$ cat config.mk
export PLATFORM = sky130hd
export DESIGN_NAME = swcfg_ctrl
export DESIGN_NICKNAME = d
export VERILOG_FILES = /design/src/include/swcfg_pkg.sv /design/src/logic/swcfg_ctrl.sv
export SDC_FILE = /design/constraint.sdc
export NUM_CORES = 1
export LEC_CHECK = 0
export ABC_AREA = 1
export ABC_CLOCK_PERIOD_IN_PS = 1900
export BUFFER_PORTS_ARGS = -buffer_cell sky130_fd_sc_hd__buf_2
export CORE_UTILIZATION = 50
export CTS_CLUSTER_SIZE = 16
export DETAILED_ROUTE_END_ITERATION = 8
export PLACE_DENSITY = 0.76
export SETUP_SLACK_MARGIN = 0.1
export SYNTH_ARGS = -nofsm -noshare
export SYNTH_HDL_FRONTEND = slang
export SYNTH_SLANG_ARGS = --single-unit
export TNS_END_PERCENT = 5
$ cat constraint.sdc
create_clock -name mclk -period 1.9 [get_ports mclk]
set_input_delay 0.095 -clock mclk [delete_from_list [all_inputs] [get_ports mclk]]
set_output_delay 0.095 -clock mclk [all_outputs]
set_load 0.05 [all_outputs]
$ cat src/include/swcfg_pkg.sv
// constants and types for the switch configuration control block
// assumes a single 25 MHz clock domain and a synchronous active-high reset
//
// Function
// - any serial access latches serial control until the next reset
// - routing supports quad 4:1, dual 8:1 and single 16:1 arrangements
// - serial control selects any arrangement; fast and aux modes independent
// - parallel control forces quad; pin channel select drives fast and aux together
// - serial slave answers at one of eight addresses set by address pins
// - reset returns every control register to its default value
// - inputs with pulse bit set lose termination for about 100 ms after a switch
// - global termination-off bit disconnects all inputs; connected by default
// - under parallel control inputs stay terminated; pulse and off ignored
// - each input equalizer takes low or high boost from its serial bit
// - under parallel control one pin sets every equalizer level
// - output termination follows serial bit or parallel pin
// - outputs tristate by serial enable bit or parallel enable pin
// - on reset output termination setting takes the pin value
// - one bit or pin selects high or low output current level
// - on reset output current setting takes the pin value
// - pre-emphasis picks one of four levels from field or pin bus
// - after reset the pins govern until the first serial event
// - under serial control fast switching arrangement comes from the serial mode bits
package swcfg_pkg;

   // ==========================================================
   // switching arrangements
   localparam logic [1:0] SWCFG_MODE_QUAD   = 2'h0;
   localparam logic [1:0] SWCFG_MODE_DUAL   = 2'h1;
   localparam logic [1:0] SWCFG_MODE_SINGLE = 2'h2;

   // ==========================================================
   // serial slave address: fixed upper bits, low three from pins
   localparam logic [3:0] SWCFG_ADDR_HIGH = 4'h9;

   // ==========================================================
   // reset values of serial-side settings
   localparam logic [1:0]  SWCFG_RST_MODE    = 2'h0;
   localparam logic [3:0]  SWCFG_RST_CHAN    = 4'h0;
   localparam logic [15:0] SWCFG_RST_PULSE   = 16'h0000;
   localparam logic        SWCFG_RST_TERMOFF = 1'b0;
   localparam logic [15:0] SWCFG_RST_EQ      = 16'h0000;
   localparam logic        SWCFG_RST_OE      = 1'b0;
   localparam logic [1:0]  SWCFG_RST_BOOST   = 2'h0;

   // ==========================================================
   // termination pulse timing
   localparam int          SWCFG_CLK_HZ      = 25_000_000;
   localparam int          SWCFG_PULSE_MS    = 100;
   localparam int          SWCFG_PULSE_CYC   = SWCFG_CLK_HZ / 1000 * SWCFG_PULSE_MS;
   localparam int          SWCFG_CNT_W       = 22;

   typedef enum logic [1:0] {
      SWCFG_SRC_PIN    = 2'b01,
      SWCFG_SRC_SERIAL = 2'b10
   } swcfg_src_t;

endpackage

$ cat src/logic/swcfg_ctrl.sv
// switch configuration control: picks serial or pin source, drives settings
// assumes serial register writes arrive already decoded, in mclk domain;
// pin inputs are asynchronous straps and are synchronised here
module swcfg_ctrl #(
   parameter int PULSE_CYC = swcfg_pkg::SWCFG_PULSE_CYC
) (
   input  wire logic        mclk,
   input  wire logic        rst,
   // serial slave side, already decoded
   input  wire logic [6:0]  ser_dev_addr,
   input  wire logic        ser_access,
   input  wire logic        ser_wr_mode,
   input  wire logic [1:0]  fast_switch_mode_bits,
   input  wire logic [3:0]  ser_fast_chan,
   input  wire logic [1:0]  ser_aux_mode,
   input  wire logic [3:0]  ser_aux_chan,
   input  wire logic        ser_wr_term,
   input  wire logic [15:0] input_term_pulse_bits,
   input  wire logic        input_term_off,
   input  wire logic        ser_wr_eq,
   input  wire logic [15:0] input_eq_level_bits,
   input  wire logic        ser_wr_tx,
   input  wire logic        output_term_on_bit,
   input  wire logic        output_enable_bit,
   input  wire logic        output_current_level_bit,
   input  wire logic [1:0]  output_boost_field,
   // parallel pins
   input  wire logic [2:0]  pin_addr_sel,
   input  wire logic [1:0]  pin_channel_select,
   input  wire logic        pin_eq_level,
   input  wire logic        pin_output_term_on,
   input  wire logic        pin_output_enable,
   input  wire logic        pin_output_current_level,
   input  wire logic [1:0]  pin_output_boost_bus,
   // outputs
   output logic             addr_match,
   output logic             serial_active,
   output logic [1:0]       fast_mode,
   output logic [3:0]       fast_chan,
   output logic [1:0]       aux_mode,
   output logic [3:0]       aux_chan,
   output logic [15:0]      input_term_en,
   output logic [15:0]      eq_high,
   output logic             output_term_en,
   output logic             output_tristate,
   output logic             output_current_high,
   output logic [1:0]       output_boost
);

   // ==========================================================
   // state
   typedef struct packed {
      logic [7:0]          pin_s1;
      logic [7:0]          pin_s2;
      logic [2:0]          adr_s1;
      logic [2:0]          adr_s2;
      swcfg_pkg::swcfg_src_t src;
      logic                rst_seen;
      logic [1:0]          mode;
      logic [3:0]          chan;
      logic [1:0]          amode;
      logic [3:0]          achan;
      logic [15:0]         pulse_sel;
      logic                term_off;
      logic [15:0]         eq;
      logic                oe;
      logic                oterm;
      logic                ocl;
      logic [1:0]          boost;
      logic [3:0]          last_chan;
      logic [21:0]         pcnt;
      // output flops
      logic                o_match;
      logic                o_ser;
      logic [1:0]          o_fmode;
      logic [3:0]          o_fchan;
      logic [1:0]          o_amode;
      logic [3:0]          o_achan;
      logic [15:0]         o_tin;
      logic [15:0]         o_eq;
      logic                o_tout;
      logic                o_tri;
      logic                o_ocl;
      logic [1:0]          o_boost;
   } swcfg_state_t;

   swcfg_state_t st;
   swcfg_state_t next_st;

   logic [7:0] pin_vec;
   assign pin_vec = {pin_output_boost_bus, pin_output_current_level, pin_output_term_on,
                     pin_output_enable, pin_eq_level, pin_channel_select};

   logic [15:0] pulse_mask;

   // one bit per input: termination dropped while pulse runs on selected inputs
   for (genvar i = 0; i < 16; i++) begin : g_pulse
      assign pulse_mask[i] = st.pulse_sel[i] && (st.pcnt != 22'h00_0000);
   end

   // ==========================================================
   // next state
   always_comb begin
      logic ser;
      logic [1:0] pin_ch;
      logic [3:0] new_chan;
      next_st = st;
      ser = (st.src == swcfg_pkg::SWCFG_SRC_SERIAL);
      pin_ch = st.pin_s2[1:0];
      new_chan = ser ? st.chan : {2'h0, pin_ch};
      next_st.pin_s1 = pin_vec;
      next_st.pin_s2 = st.pin_s1;
      next_st.adr_s1 = pin_addr_sel;
      next_st.adr_s2 = st.adr_s1;
      next_st.rst_seen = 1'b1;
      // straps caught on the first edge after reset release
      if (!st.rst_seen) begin
         next_st.oterm = st.pin_s2[4];
         next_st.ocl   = st.pin_s2[5];
      end
      // first serial event latches serial control until reset
      if (ser_access) begin
         next_st.src = swcfg_pkg::SWCFG_SRC_SERIAL;
      end
      if (ser_wr_mode) begin
         next_st.mode  = fast_switch_mode_bits;
         next_st.chan  = ser_fast_chan;
         next_st.amode = ser_aux_mode;
         next_st.achan = ser_aux_chan;
         next_st.oe    = output_enable_bit;
      end
      if (ser_wr_term) begin
         next_st.pulse_sel = input_term_pulse_bits;
         next_st.term_off  = input_term_off;
      end
      if (ser_wr_eq) begin
         next_st.eq = input_eq_level_bits;
      end
      if (ser_wr_tx) begin
         next_st.oterm = output_term_on_bit;
         next_st.ocl   = output_current_level_bit;
         next_st.boost = output_boost_field;
      end
      // a change of routed source restarts the termination pulse
      next_st.last_chan = new_chan;
      if (new_chan != st.last_chan) begin
         next_st.pcnt = PULSE_CYC[21:0];
      end else if (st.pcnt != 22'h00_0000) begin
         next_st.pcnt = st.pcnt - 22'h00_0001;
      end
      // output selectors
      next_st.o_match = (ser_dev_addr == {swcfg_pkg::SWCFG_ADDR_HIGH, st.adr_s2});
      next_st.o_ser   = ser;
      if (ser) begin
         next_st.o_fmode = st.mode;
         next_st.o_fchan = st.chan;
         next_st.o_amode = st.amode;
         next_st.o_achan = st.achan;
         next_st.o_tin   = st.term_off ? 16'h0000 : ~pulse_mask;
         next_st.o_eq    = st.eq;
         next_st.o_tout  = st.oterm;
         next_st.o_tri   = !st.oe;
         next_st.o_ocl   = st.ocl;
         next_st.o_boost = st.boost;
      end else begin
         next_st.o_fmode = swcfg_pkg::SWCFG_MODE_QUAD;
         next_st.o_fchan = {2'h0, pin_ch};
         next_st.o_amode = swcfg_pkg::SWCFG_MODE_QUAD;
         next_st.o_achan = {2'h0, pin_ch};
         next_st.o_tin   = 16'hffff;
         next_st.o_eq    = {16{st.pin_s2[2]}};
         next_st.o_tout  = st.pin_s2[4];
         next_st.o_tri   = !st.pin_s2[3];
         next_st.o_ocl   = st.pin_s2[5];
         next_st.o_boost = st.pin_s2[7:6];
      end
   end

   // ==========================================================
   // registers
   always_ff @(posedge mclk) begin
      if (rst) begin
         st           <= '0;
         st.src       <= swcfg_pkg::SWCFG_SRC_PIN;
         st.mode      <= swcfg_pkg::SWCFG_RST_MODE;
         st.chan      <= swcfg_pkg::SWCFG_RST_CHAN;
         st.amode     <= swcfg_pkg::SWCFG_RST_MODE;
         st.achan     <= swcfg_pkg::SWCFG_RST_CHAN;
         st.pulse_sel <= swcfg_pkg::SWCFG_RST_PULSE;
         st.term_off  <= swcfg_pkg::SWCFG_RST_TERMOFF;
         st.eq        <= swcfg_pkg::SWCFG_RST_EQ;
         st.oe        <= swcfg_pkg::SWCFG_RST_OE;
         st.boost     <= swcfg_pkg::SWCFG_RST_BOOST;
         st.o_tin     <= 16'hffff;
         st.o_tri     <= 1'b1;
         // synchronisers keep running so the straps are settled at release
         st.pin_s1    <= pin_vec;
         st.pin_s2    <= st.pin_s1;
         st.adr_s1    <= pin_addr_sel;
         st.adr_s2    <= st.adr_s1;
      end else begin
         st <= next_st;
      end
   end

   assign addr_match          = st.o_match;
   assign serial_active       = st.o_ser;
   assign fast_mode           = st.o_fmode;
   assign fast_chan           = st.o_fchan;
   assign aux_mode            = st.o_amode;
   assign aux_chan            = st.o_achan;
   assign input_term_en       = st.o_tin;
   assign eq_high             = st.o_eq;
   assign output_term_en      = st.o_tout;
   assign output_tristate     = st.o_tri;
   assign output_current_high = st.o_ocl;
   assign output_boost        = st.o_boost;

endmodule // swcfg_ctrl

[Word-level counts from Yosys, hierarchy flattened]
Index checks and enable logic that the tools add are counted.
Word-level totals
  flip-flop bits (word level): 152
  bits in latches: 0
  memory bits (writable): 0
  memory bits (read-only): 0
  bits of input ports: 75
  word-level logic and storage cells: 75
  memories: 0
Operators by class
  add/subtract/negate cells: 1
  multiply operators: 0
  divide/modulo/power cells: 0
  magnitude comparators: 0
  equality and inequality tests: 4
  shift operators: 0
  multiplexer cells: 12
  bitwise operators: 2
  reduce and logical (&&, ||, !) cells: 22
Operators with widths (count)
  $mux 128: 1
  $mux 49: 1
  $mux 22: 2
  $mux 16: 2
  $reduce_bool 22->1: 1
  $sub 22x1->22 const B: 1
  $mux 17: 1
  $logic_and 1x1->1: 16
  $not 16->16: 1
  $mux 12: 1
  $mux 4: 2
  $eq 7x7->1: 1
  $ne 4x4->1: 1
  $reduce_or 2->1: 2
  $eq 2x2->1 const B: 1
  $logic_not 1->1: 2
  $mux 2: 1
  $ne 2x2->1 const B: 1
  $reduce_bool 2->1: 1
  $mux 1: 1
  $not 1->1: 1

[Depth between registers and ports, before layout]
  depth after elaboration: 6
  depth in mapped cells: 12
  mapped depth without buffers: 10

[Worst setup path after synthesis]
OpenSTA, ideal clock, no wires.
  path type: reg2reg
  start: register st[51] (netlist bit)
  end: register st[51] (netlist bit)
  data arrival time: 1.491 ns
  required time: 1.830 ns
  slack: 0.339 ns
  stages on the path, launching flop included: 10
  cell sequence: dfxtp_1 -> inv_1 -> ha_1 -> nand2_1 -> nor2_4 -> nand3_1 -> inv_1 -> buf_4 -> nand2_1 -> a21oi_1
Between the ends
  word-level cells in the longest chain between the ends: 1
RTL lines
  start, declared: RTL line swcfg_ctrl.sv:87  | swcfg_state_t st;
  start signal, assigned: RTL line swcfg_ctrl.sv:202  | st <= next_st;
  $sub 22x1->22 / $reduce_bool 22->1 (equally long branches): RTL line swcfg_ctrl.sv:149, swcfg_ctrl.sv:148
Several ways; a longest one is shown, not always the timed one.
A chain may end at the register's enable or synchronous reset.

==> out/metrics.yaml <==
worst_hold_slack_ns: 0.197
period_needed_ns: 1.74
maxSlewHeadroom_pct: 46.5
grt_util_all_layers_pct: 23.6
min_period_over_period_pct: 91.5
critical_path.endpoint_type: "register"
die_h_um: 107
grt-ovfl-total: 0
via_per_inst: 4.91
setup_violations: 0
first_global_vias: 4543
critPathBufInv: 5
cts_sinks: 150
areaGrowthSynthToFinish_pct: 33.1
critPathTopFamily: "buffers and inverters"
grt_first_pass_wirelength_um: 20800
die_w_um: 107
power.switching_mw: 1.93
critPathArrivalTime_ns: 2.21
drtIter0Drc: 292
synth_area_um2: 5530
combPwrFrac_pct: 12.0
path_max_fanout: 47
drive_gt1_share_pct: 22.3
skew_ns: 0.00626
final_antenna_net_count: 0
cts_tree: "yes"
critPathLaunchType: "input port"
slowest_stage: "dlygate4sd3_1"
dp_hpwl_um: 7980
switching_share_pct: 24.5
max_freq_mhz: 575
seq_power_share_pct: 43.3
slowest_delay_ns: 0.57
tightestPinTransition_ns: 0.802
cp.required_ns: 2.37
nets: 901
dieArea_um2: 11500
finalHoldViolCount: 0
start_util_pct: 51.2
pwr-share-clk_pct: 44.7
mappedNetlistNets: 744
clk_latency_ns: 0.53
routed_wl_um: 13000
outcome: "finished, final reports clean"
slew_viol_final: 0
rsz0062_at_grt: "true"
crit_type: "input port to register"
cp_common_cell: "dlygate4sd3_1"
core_um2: 10800
fin_setup_tns_ns: 0
clockBufferDepth: 2
hold_class: "input port to register"
cts.clk_slew.worst_paths_ns: 0.06
ys_ff_latch: 150
htreeDepth: 4
diodes: 0
synth.yosys.warnings: 0
vdd_drop_max_mv: 0.811
drc_errors: 0
syn_inst: 668
power_density_nw_per_um2: 1070
cts_made_buffers: 17
maxCapViolations: 0
yosysUniqueCellTypes: 29
io_buffers: 125
wire_per_inst_um: 13.3
p_leak_nw: 3.34
grt_max_degree: 48
syn-mean-instance-area_um2: 8.28
seq_area_frac_synth_pct: 54.3
num_vias: 4805
drt-pass1-iter-count: 5
cellInternalPower_mw: 5.93
rows: 38
clockRootBuffer: "clkbuf_8"
crit_path_cell_trace: "dlygate4sd3_1 > buf_2 > inv_1 > buf_12 > o21ai_0 > nor2_1 > dlygate4sd3_1"
gp_congestion: 0.914
io_pins: 126
antenna_found_initial: 0
## registers in the layout, indices dropped and copies added (netlist names)
signal and cells:
aux_mode 2, fast_mode 2, aux_chan 4, output_boost 2, st 90, serial_active 1
addr_match 1, input_term_en 16, output_tristate 1, output_term_en 1, fast_chan 2, eq_high 16
output_current_high 1, next_st 11
## metrics by stage
step	worst slack (ns)	util (%)	instances	power, mW	instance area, µm²
2_1_floorplan	0.339	-	668	4.08	5530
3_3_place_gp	0.263	55.0	867	4.24	5930
3_5_place_dp	0.151	55.0	867	4.26	5930
4_1_cts	0.130	68.0	977	7.88	7340
5_1_grt	0.0304	68.2	978	8.15	7360
6_report	0.162	68.2	978	7.85	7360
## path summary, 6_finish.rpt
path	start	to	slack (ns)	depth (start not counted)
setup / recovery	rst	st[78]	0.16	7
hold reg to reg	next_st[142]	st[142]	0.33	0
hold / removal	pin_addr_sel[2]	next_st[132]	0.20	2
setup reg to reg	st[51]	st[69]	0.18	10
## power groups by stage
stage	Clock (mW)	Combinational (mW)	Sequential, mW
after floorplan	0	0.620	3.46
after global placement	0	0.781	3.46
after detailed placement	0	0.797	3.46
after CTS	3.56	0.926	3.39
after global routing	3.69	1.04	3.41
final	3.51	0.944	3.40
## final cells by class
cell class	instances	area (µm²)
tap	140	175
fill	812	3430
sequential	150	3000
clock inverter	11	170
timing repair inverter	1	7.51
multi-input combinational	372	1800
clock buffer	21	459
inverter	74	282
timing repair buffer	209	1460
## placed cells by master (no fill, tap or decap), drive strengths merged
| master | count |
|---|---|
| a211oi | 2 |
| a21o | 1 |
| a21oi | 58 |
| buf | 131 |
| bufinv | 4 |
| clkbuf | 21 |
| clkinv | 2 |
| clkinvlp | 5 |
| dfxtp | 150 |
| dlygate4sd3 | 78 |
| ha | 1 |
| inv | 75 |
| nand2 | 84 |
| nand3 | 23 |
| nand3b | 2 |
| nand4 | 6 |
| nor2 | 87 |
| nor3 | 3 |
| nor3b | 1 |
| o211ai | 2 |
| o21ai | 88 |
| o22ai | 3 |
| or2 | 2 |
| xnor2 | 4 |
| xor2 | 5 |
## synth_stat cells, drive strengths merged
cell type | number | area share [%]
buf | 50 | 6.8
ha | 1 | 0.23
clkbuf | 22 | 1.5
o211ai | 2 | 0.27
nand4 | 6 | 0.68
nand3b | 2 | 0.27
nor3 | 3 | 0.27
nand2 | 84 | 6.2
nor3b | 1 | 0.14
nand3 | 23 | 2.1
xnor2 | 4 | 0.63
a21o | 1 | 0.14
o22ai | 3 | 0.34
inv | 74 | 5.0
or2 | 2 | 0.23
nor2 | 87 | 6.6
dfxtp | 150 | 54
xor2 | 5 | 0.79
o21ai | 88 | 8.0
a21oi | 58 | 5.3
a211oi | 2 | 0.27
## repair_timing
item | CTS | global route
endpoints found under the hold margin | 75 | 0
hold buffers | 78 | 0
buffers inserted | 0 | 0
gates resized for setup | 0 | 4
setup endpoints to repair | 0 | 30
## worst reg2reg max path: stages (launching register included)
cell     delay (ns)
dfxtp_1        0.31
inv_1          0.08
ha_1           0.17
nand2_1        0.12
nor2_4         0.21
nand3_2        0.20
buf_4          0.24
nand2_1        0.07
nor2_1         0.04
nor2_1         0.11
nor2_1         0.04
## cells by family after synthesis
kind of cell	after synthesis	synth area share, %
buffers and inverters	146	13.3
AND/OR/NAND/NOR	208	16.4
adder cells (fa/ha/maj)	1	0.226
flip-flops	150	54.3
XOR/XNOR	9	1.43
AO/OA/AOI/OAI	154	14.3
## metal layers
metal  vias to the layer above  track usage [%]  routed length (µm)
li1                       2400                -                   -
met1                      2211             26.8                5290
met2                       165             41.1                6690
met3                        29             6.44                 737
met4                         0             11.0                 301
met5                         -                0                   0
Note: power is estimated with default switching activity, not from simulation.
